File: config.mk
export PLATFORM = sky130hd
export DESIGN_NAME = paged_register_address_decoder
export DESIGN_NICKNAME = d
export VERILOG_FILES = /design/src/paged_register_pkg.sv /design/src/page_region_decoder.sv /design/src/paged_register_address_decoder.sv
export SDC_FILE = /design/constraint.sdc
export NUM_CORES = 1
export LEC_CHECK = 0
export ABC_CLOCK_PERIOD_IN_PS = 2300
export BUFFER_PORTS_ARGS = -buffer_cell sky130_fd_sc_hd__buf_2
export CAP_MARGIN = 20
export CORE_MARGIN = 2
export CORE_UTILIZATION = 52
export DETAILED_ROUTE_END_ITERATION = 8
export PLACE_DENSITY = 0.82
export SLEW_MARGIN = 20
export SYNTH_ARGS = -nofsm -noshare
export SYNTH_HDL_FRONTEND = slang
export SYNTH_SLANG_ARGS = --single-unit
File: constraint.sdc
create_clock -name clk -period 2.3 [get_ports clk]
set_input_delay 0.46 -clock clk [delete_from_list [all_inputs] [get_ports clk]]
set_output_delay 0.46 -clock clk [all_outputs]
set_load 0.1 [all_outputs]
File: src/paged_register_pkg.sv
// constants and types shared by the paged register address decoder
package paged_register_pkg;

    localparam int ADDR_W = 6;
    localparam int DATA_W = 16;
    localparam int WORD_W = 5;
    localparam int CHAN_W = 3;

    // six-bit host address of the page register
    localparam logic [5:0] PAGE_SELECT_ADDR = 6'h21;
    localparam logic [15:0] PAGE_SELECT_RESET = 16'h0000;

    // page layout inside one channel window
    localparam logic [15:0] PROG_FILTER_LSB_PAGE = 16'h0000;
    localparam logic [15:0] PROG_FILTER_MSB_PAGE = 16'h0040;
    localparam logic [15:0] COMP_FILTER_LSB_PAGE = 16'h0080;
    localparam logic [15:0] COMP_FILTER_MSB_PAGE = 16'h00c0;
    localparam logic [15:0] CTRL_PAGE = 16'h0100;
    localparam logic [15:0] UPPER_HALF_PAGE = 16'h0020;
    localparam logic [15:0] CHANNEL_STRIDE = 16'h0200;
    localparam int CHAN_SHIFT = 9;
    localparam int CHANNEL_COUNT = 8;

    typedef enum logic [2:0]
    {
        REGION_PROG_FILTER_LSB = 3'b000,
        REGION_PROG_FILTER_MSB = 3'b001,
        REGION_COMP_FILTER_LSB = 3'b010,
        REGION_COMP_FILTER_MSB = 3'b011,
        REGION_CTRL = 3'b100,
        REGION_NONE = 3'b111
    } region_type;

endpackage

File: src/page_region_decoder.sv
// maps a page value onto channel, region and upper half
`timescale 1ns/100ps

module page_region_decoder
    import paged_register_pkg::*;
#(
    parameter int NUM_CHANNELS = CHANNEL_COUNT
)
(
    input wire logic [15:0] page,
    output logic pageValid,
    output region_type region,
    output logic [CHAN_W-1:0] channel,
    output logic upperHalf
);

    logic [15:0] offset;
    logic [15:0] base;

    always_comb
    begin
        offset = page & (CHANNEL_STRIDE - 16'h0001);
        base = offset & ~UPPER_HALF_PAGE;
        channel = page[CHAN_SHIFT +: CHAN_W];
        upperHalf = (offset & UPPER_HALF_PAGE) != 16'h0000;
        case (base)
            PROG_FILTER_LSB_PAGE: region = REGION_PROG_FILTER_LSB;
            PROG_FILTER_MSB_PAGE: region = REGION_PROG_FILTER_MSB;
            COMP_FILTER_LSB_PAGE: region = REGION_COMP_FILTER_LSB;
            COMP_FILTER_MSB_PAGE: region = REGION_COMP_FILTER_MSB;
            CTRL_PAGE: region = REGION_CTRL;
            default: region = REGION_NONE;
        endcase
        // channel windows repeat every stride; pages beyond the last channel are unmapped
        pageValid = (region != REGION_NONE)
            && ((page >> CHAN_SHIFT) < 16'(NUM_CHANNELS));
    end

endmodule

File: src/paged_register_address_decoder.sv
// host port and paged address decoder for the control register space
`timescale 1ns/100ps
//
// Summary of operation
// - high top bit: low bits pick global register
// - address 0x21 reaches the page register
// - low top bit: page plus address bits
// - five low bits pick one of 32
// - channel zero programmable filter low bits pages
// - channel zero programmable filter high bits pages
// - channel zero compensating filter pages
// - control words at pages 0x100, 0x120
// - each channel repeats layout every 0x200
// - page write holds until next rewrite
// - three-strobe and two-strobe modes both work

module paged_register_address_decoder
    import paged_register_pkg::*;
#(
    parameter int NUM_CHANNELS = CHANNEL_COUNT
)
(
    input wire logic clk,
    input wire logic resetn,
    input wire logic [ADDR_W-1:0] hostAddr,
    input wire logic [DATA_W-1:0] hostDataIn,
    output logic [DATA_W-1:0] hostDataOut,
    output logic hostDataOe,
    input wire logic hostReadN,
    input wire logic hostWriteN,
    input wire logic hostChipEnableN,
    output logic regWrite,
    output logic regRead,
    output logic regGlobal,
    output logic [15:0] regAddr,
    output region_type regRegion,
    output logic [CHAN_W-1:0] regChannel,
    output logic regUpperHalf,
    output logic [WORD_W-1:0] regWord,
    output logic [DATA_W-1:0] regWriteData,
    input wire logic [DATA_W-1:0] regReadData
);

    // ------------------------------------------------------------
    // pin synchronisers
    // ------------------------------------------------------------
    logic [ADDR_W-1:0] addrMeta_reg, addrSync_reg, addrLast_reg, addrUse;
    logic [DATA_W-1:0] dataMeta_reg, dataSync_reg, dataLast_reg;
    logic [2:0] strobeMeta_reg, strobeSync_reg;
    logic ceNLast_reg, wrNLast_reg, readLast_reg, writeSeen_reg;
    logic ceNSync, wrNSync, rdNSync;

    always_ff @(posedge clk)
    begin
        if (!resetn)
        begin
            addrMeta_reg <= '0;
            addrSync_reg <= '0;
            dataMeta_reg <= '0;
            dataSync_reg <= '0;
            addrLast_reg <= '0;
            dataLast_reg <= '0;
            strobeMeta_reg <= 3'h7;
            strobeSync_reg <= 3'h7;
        end
        else
        begin
            addrMeta_reg <= hostAddr;
            addrSync_reg <= addrMeta_reg;
            dataMeta_reg <= hostDataIn;
            dataSync_reg <= dataMeta_reg;
            addrLast_reg <= addrSync_reg;
            dataLast_reg <= dataSync_reg;
            strobeMeta_reg <= {hostChipEnableN, hostWriteN, hostReadN};
            strobeSync_reg <= strobeMeta_reg;
        end
    end

    assign ceNSync = strobeSync_reg[2];
    assign wrNSync = strobeSync_reg[1];
    assign rdNSync = strobeSync_reg[0];

    // ------------------------------------------------------------
    // strobe decode
    // ------------------------------------------------------------
    logic writeEdge, readActive, readStart, writeSeen_next;

    always_comb
    begin
        // write is taken on the rising write strobe while chip enable was low
        writeEdge = wrNSync && !wrNLast_reg && !ceNLast_reg;
        // with read tied low, no read until chip enable lifts after a write
        writeSeen_next = !ceNSync && (writeSeen_reg || !wrNSync);
        readActive = !ceNSync && !rdNSync && wrNSync && !writeSeen_reg;
        readStart = readActive && !readLast_reg;
    end

    always_ff @(posedge clk)
    begin
        if (!resetn)
        begin
            ceNLast_reg <= 1'b1;
            wrNLast_reg <= 1'b1;
            readLast_reg <= 1'b0;
            writeSeen_reg <= 1'b0;
        end
        else
        begin
            ceNLast_reg <= ceNSync;
            wrNLast_reg <= wrNSync;
            readLast_reg <= readActive;
            writeSeen_reg <= writeSeen_next;
        end
    end

    // ------------------------------------------------------------
    // address formation
    // ------------------------------------------------------------
    logic [15:0] page_reg, page_next;
    logic isGlobal, isPageAddr, pageValid, upperHalf, mapped;
    logic [WORD_W-1:0] lowWordAddress;
    logic [CHAN_W-1:0] channel;
    logic [15:0] fullAddr;
    region_type region;

    page_region_decoder #(
        .NUM_CHANNELS(NUM_CHANNELS)
    ) pageDecoder (
        .page(page_reg),
        .pageValid(pageValid),
        .region(region),
        .channel(channel),
        .upperHalf(upperHalf)
    );

    always_comb
    begin
        // pins may move as the write strobe lifts, so a write uses the cycle before
        addrUse = writeEdge ? addrLast_reg : addrSync_reg;
        isGlobal = addrUse[ADDR_W-1];
        lowWordAddress = addrUse[WORD_W-1:0];
        isPageAddr = addrUse == PAGE_SELECT_ADDR;
        // global space ignores the page completely
        fullAddr = isGlobal ? {11'h000, lowWordAddress}
            : (page_reg | {11'h000, lowWordAddress});
        // page low bits must be clear for a documented window
        mapped = isGlobal || (pageValid && page_reg[WORD_W-1:0] == 5'h00);
        page_next = (writeEdge && isPageAddr) ? dataLast_reg : page_reg;
    end

    always_ff @(posedge clk)
    begin
        if (!resetn)
        begin
            page_reg <= PAGE_SELECT_RESET;
        end
        else
        begin
            page_reg <= page_next;
        end
    end

    // ------------------------------------------------------------
    // register-side strobes and host read data
    // ------------------------------------------------------------
    logic regWrite_next, regRead_next, hostDataOe_next;
    logic [DATA_W-1:0] hostDataOut_next;

    always_comb
    begin
        // unmapped pages get no strobe; the page register itself stays local
        regWrite_next = writeEdge && mapped && !isPageAddr;
        regRead_next = readStart && mapped && !isPageAddr;
        hostDataOe_next = readActive;
        hostDataOut_next = '0;
        if (readActive && isPageAddr)
        begin
            hostDataOut_next = page_reg;
        end
        else if (readActive && mapped)
        begin
            hostDataOut_next = regReadData;
        end
    end

    always_ff @(posedge clk)
    begin
        if (!resetn)
        begin
            regWrite <= 1'b0;
            regRead <= 1'b0;
            regGlobal <= 1'b0;
            regAddr <= '0;
            regRegion <= REGION_NONE;
            regChannel <= '0;
            regUpperHalf <= 1'b0;
            regWord <= '0;
            regWriteData <= '0;
            hostDataOut <= '0;
            hostDataOe <= 1'b0;
        end
        else
        begin
            regWrite <= regWrite_next;
            regRead <= regRead_next;
            regGlobal <= isGlobal;
            regAddr <= fullAddr;
            regRegion <= isGlobal ? REGION_NONE : region;
            regChannel <= isGlobal ? 3'h0 : channel;
            regUpperHalf <= !isGlobal && upperHalf;
            regWord <= lowWordAddress;
            regWriteData <= dataLast_reg;
            hostDataOut <= hostDataOut_next;
            hostDataOe <= hostDataOe_next;
        end
    end
endmodule

==> impl_metrics.tcl <==
set metrics [dict create \
    die_h_um 98.9 \
    cts.htree.levels 4 \
    ys_warn_count 0 \
    port-buffer-count 106 \
    place_area_um2 5260 \
    maxCapViolations 0 \
    synthCells 387 \
    cts_buffers 17 \
    dp_slack_ns 0.385 \
    tns_ns 0 \
    final.setup_skew_ns 0.0118 \
    routed_wl_um 8260 \
    n_fill_cell 620 \
    ys_seq_area_share_pct 64.9 \
    fin_area_um2 5870 \
    multiInputGateArea_um2 1500 \
    min_path_type "input pin to register" \
    gp_congestion 0.819 \
    grt_overflow 0 \
    grt_pass1_vias 2808 \
    startpoint_type "register" \
    fin_util_pct 67.3 \
    path_cells "nor3b_2 > buf_4 > nor3_2 > a211oi_4 > a32o_1" \
    r2r_slack_ns 0.35 \
    max_freq_mhz 512 \
    fin_crit_sh_pct 84.8 \
    synth_area_per_cell_um2 12.1 \
    cts_tree "built" \
    peakVddDrop_uv 648 \
    critPathKind "register to register" \
    coreArea_um2 8720 \
    slowest_delay_ns 0.57 \
    grtUsageTotal_pct 17.7 \
    worst_pin_slew_ns 0.699 \
    cp_data_required_time_ns 2.76 \
    cts_resized 0 \
    grt_max_degree 56 \
    leakagePower_nw 2.61 \
    fin_crit_ns 1.95 \
    cp_slowest_cell "a211oi_4" \
    clk_latency_ns 0.52 \
    clk_pin_slew_ns 0.06 \
    status "completed" \
    fin_cells 613 \
    syn2layout_area_growth_pct 25.2 \
    yosysTopAreaCell "dfxtp_1" \
    rsz0062_at_grt "false" \
    ys.flop_type "dfxtp_1" \
    grt_pass1_wl_um 13400 \
    max_slew_margin_pct 53.2 \
    synthDistinctLibCells 32 \
    synth_edf_count 0 \
    initial_utilization_pct 53.7 \
    async_reset_ff_share_pct 0 \
    placed_cells 582 \
    drt_iter0_drc 80 \
    drtAntennaViolNets 0 \
    cts_setup_buffers 0 \
    dr.pass1.iters 4 \
    rows 34 \
    slew_violations 0 \
    yosysTopAreaCellShare_pct 64.9 \
    antenna_found_initial 0 \
    final-setup-viol-count 0 \
    place_hpwl_um 5590 \
    crit_end "hostDataOut[7]" \
    regArea_um2 3040 \
    antenna_cells 0 \
    hold_buffers 0 \
    synth_nets 430 \
    root_buffer "clkbuf_8" \
    fin_ws_ns 0.349 \
    fp.dieW_um 98.9 \
    cts_buffer_depth 2 \
    drc 0 \
    finalNetCount 536 \
    crit_path_max_fanout 17 \
    routedWlPerCell_um 13.5 \
    netlist_area_um2 4690 \
    pin_count 107 \
    die_area_um2 9790 \
    synthTopCellsByArea "dfxtp_1 65%, and2_1 15%, mux2i_1 4.5%" \
    r2r-start "strobeSync_reg[1]" \
    arrival_ns 2.41 \
    via_per_inst 4.76 \
    power_density_nw_per_um2 986 \
    ys_ff_latch 152 \
    hold_viol_final 0 \
    cp-startpoint "strobeSync_reg[1]" \
    drive_above_1_share_pct 28.9 \
    end_kind "register" \
    reg2reg_depth 5 \
    dr_total_vias 2916 \
    cts.sinks 152 \
    rr_endpoint "hostDataOut[7]" \
]
[how the worst min path moves through the flow]
| stage | from | slack, ns | end | depth (start not counted) |
|---|---|---|---|---|
| after floorplan | strobeMeta_reg[0] | 0.39 | strobeSync_reg[0] | 1 |
| after CTS | hostWriteN | 0.11 | strobeMeta_reg[1] | 2 |
| after global placement | strobeMeta_reg[0] | 0.40 | strobeSync_reg[0] | 1 |
| after global routing | hostWriteN | 0.12 | strobeMeta_reg[1] | 2 |
| after detailed placement | strobeMeta_reg[0] | 0.40 | strobeSync_reg[0] | 1 |
| final | hostWriteN | 0.13 | strobeMeta_reg[1] | 2 |
[cell families (layout without fill, tap and decap cells)]
group | after synthesis | in the layout | synth area share [%]
mux | 21 | 21 | 4.49
simple gates | 158 | 158 | 21.6
flops | 152 | 152 | 64.9
buf+inv | 27 | 145 | 3.28
compound gates | 29 | 29 | 5.71
[placed cells by master (no fill, tap or decap), types with 2 or more instances in the layout]
cell and n:
clkbuf_1 3, nand2b_1 8, clkinvlp_4 3, a211o_1 2
clkbuf_8 2, dfxtp_1 152, and2_1 110, or2_1 2
inv_6 2, a21oi_1 2, buf_4 6, buf_2 106
mux2i_1 21, nor2b_1 22, bufinv_16 4, clkbuf_16 16
nand3_1 3, a32o_1 16, nor4_1 2, a21o_1 5
[critical path: cells and delay by family, from the launching register on]
| kind | cells | cell delay [ns] |
|---|---|---|
| AOI/OAI and AO/OA | 2 | 0.84 |
| buffers and inverters | 1 | 0.23 |
| DFF | 1 | 0.39 |
| and+or+nand+nor | 2 | 0.44 |
[cell type report]
type                       instances  area share [%]
multi-input combinational        208            25.5
clock buffer                      21            7.49
timing repair buffer             112            9.81
tap                              108            2.30
sequential                       152            51.9
inverter                           2           0.128
clock inverter                    10            2.88
[metal layers]
metal	share of wire (%)	track usage, %	vias to the layer above
met5	0	0	-
met4	2.1	7.90	0
met3	5.2	6.52	14
met2	48	28.5	91
met1	45	21.2	1341
li1	-	-	1470
[cells in the mapped netlist (2+ instances only)]
| cell type | count |
|---|---|
| dfxtp_1 | 152 |
| nand2b_1 | 8 |
| nand3_1 | 3 |
| a211o_1 | 2 |
| clkbuf_1 | 16 |
| a21oi_1 | 2 |
| buf_4 | 4 |
| nor4_1 | 2 |
| buf_6 | 5 |
| a32o_1 | 16 |
| or2_1 | 2 |
| a21o_1 | 5 |
| mux2i_1 | 21 |
| nor2b_1 | 22 |
| and2_1 | 110 |
[per-stage QoR]
stage / power [mW] / hold slack [ns]
global placement: 3.03 / 0.397
detailed placement: 3.03 / 0.397
finish: 5.78 / 0.129
CTS: 5.83 / 0.106
global route: 5.97 / 0.123
floorplan: 2.96 / 0.386
[power breakdown]
part,switching (mW),internal (mW),leakage (nW)
logic,0.169,0.0811,1.09
clock network,1.02,1.79,0.285
registers,0.0217,2.70,1.24
total,1.21,4.57,2.61
Note: power is estimated with default switching activity, not from simulation.
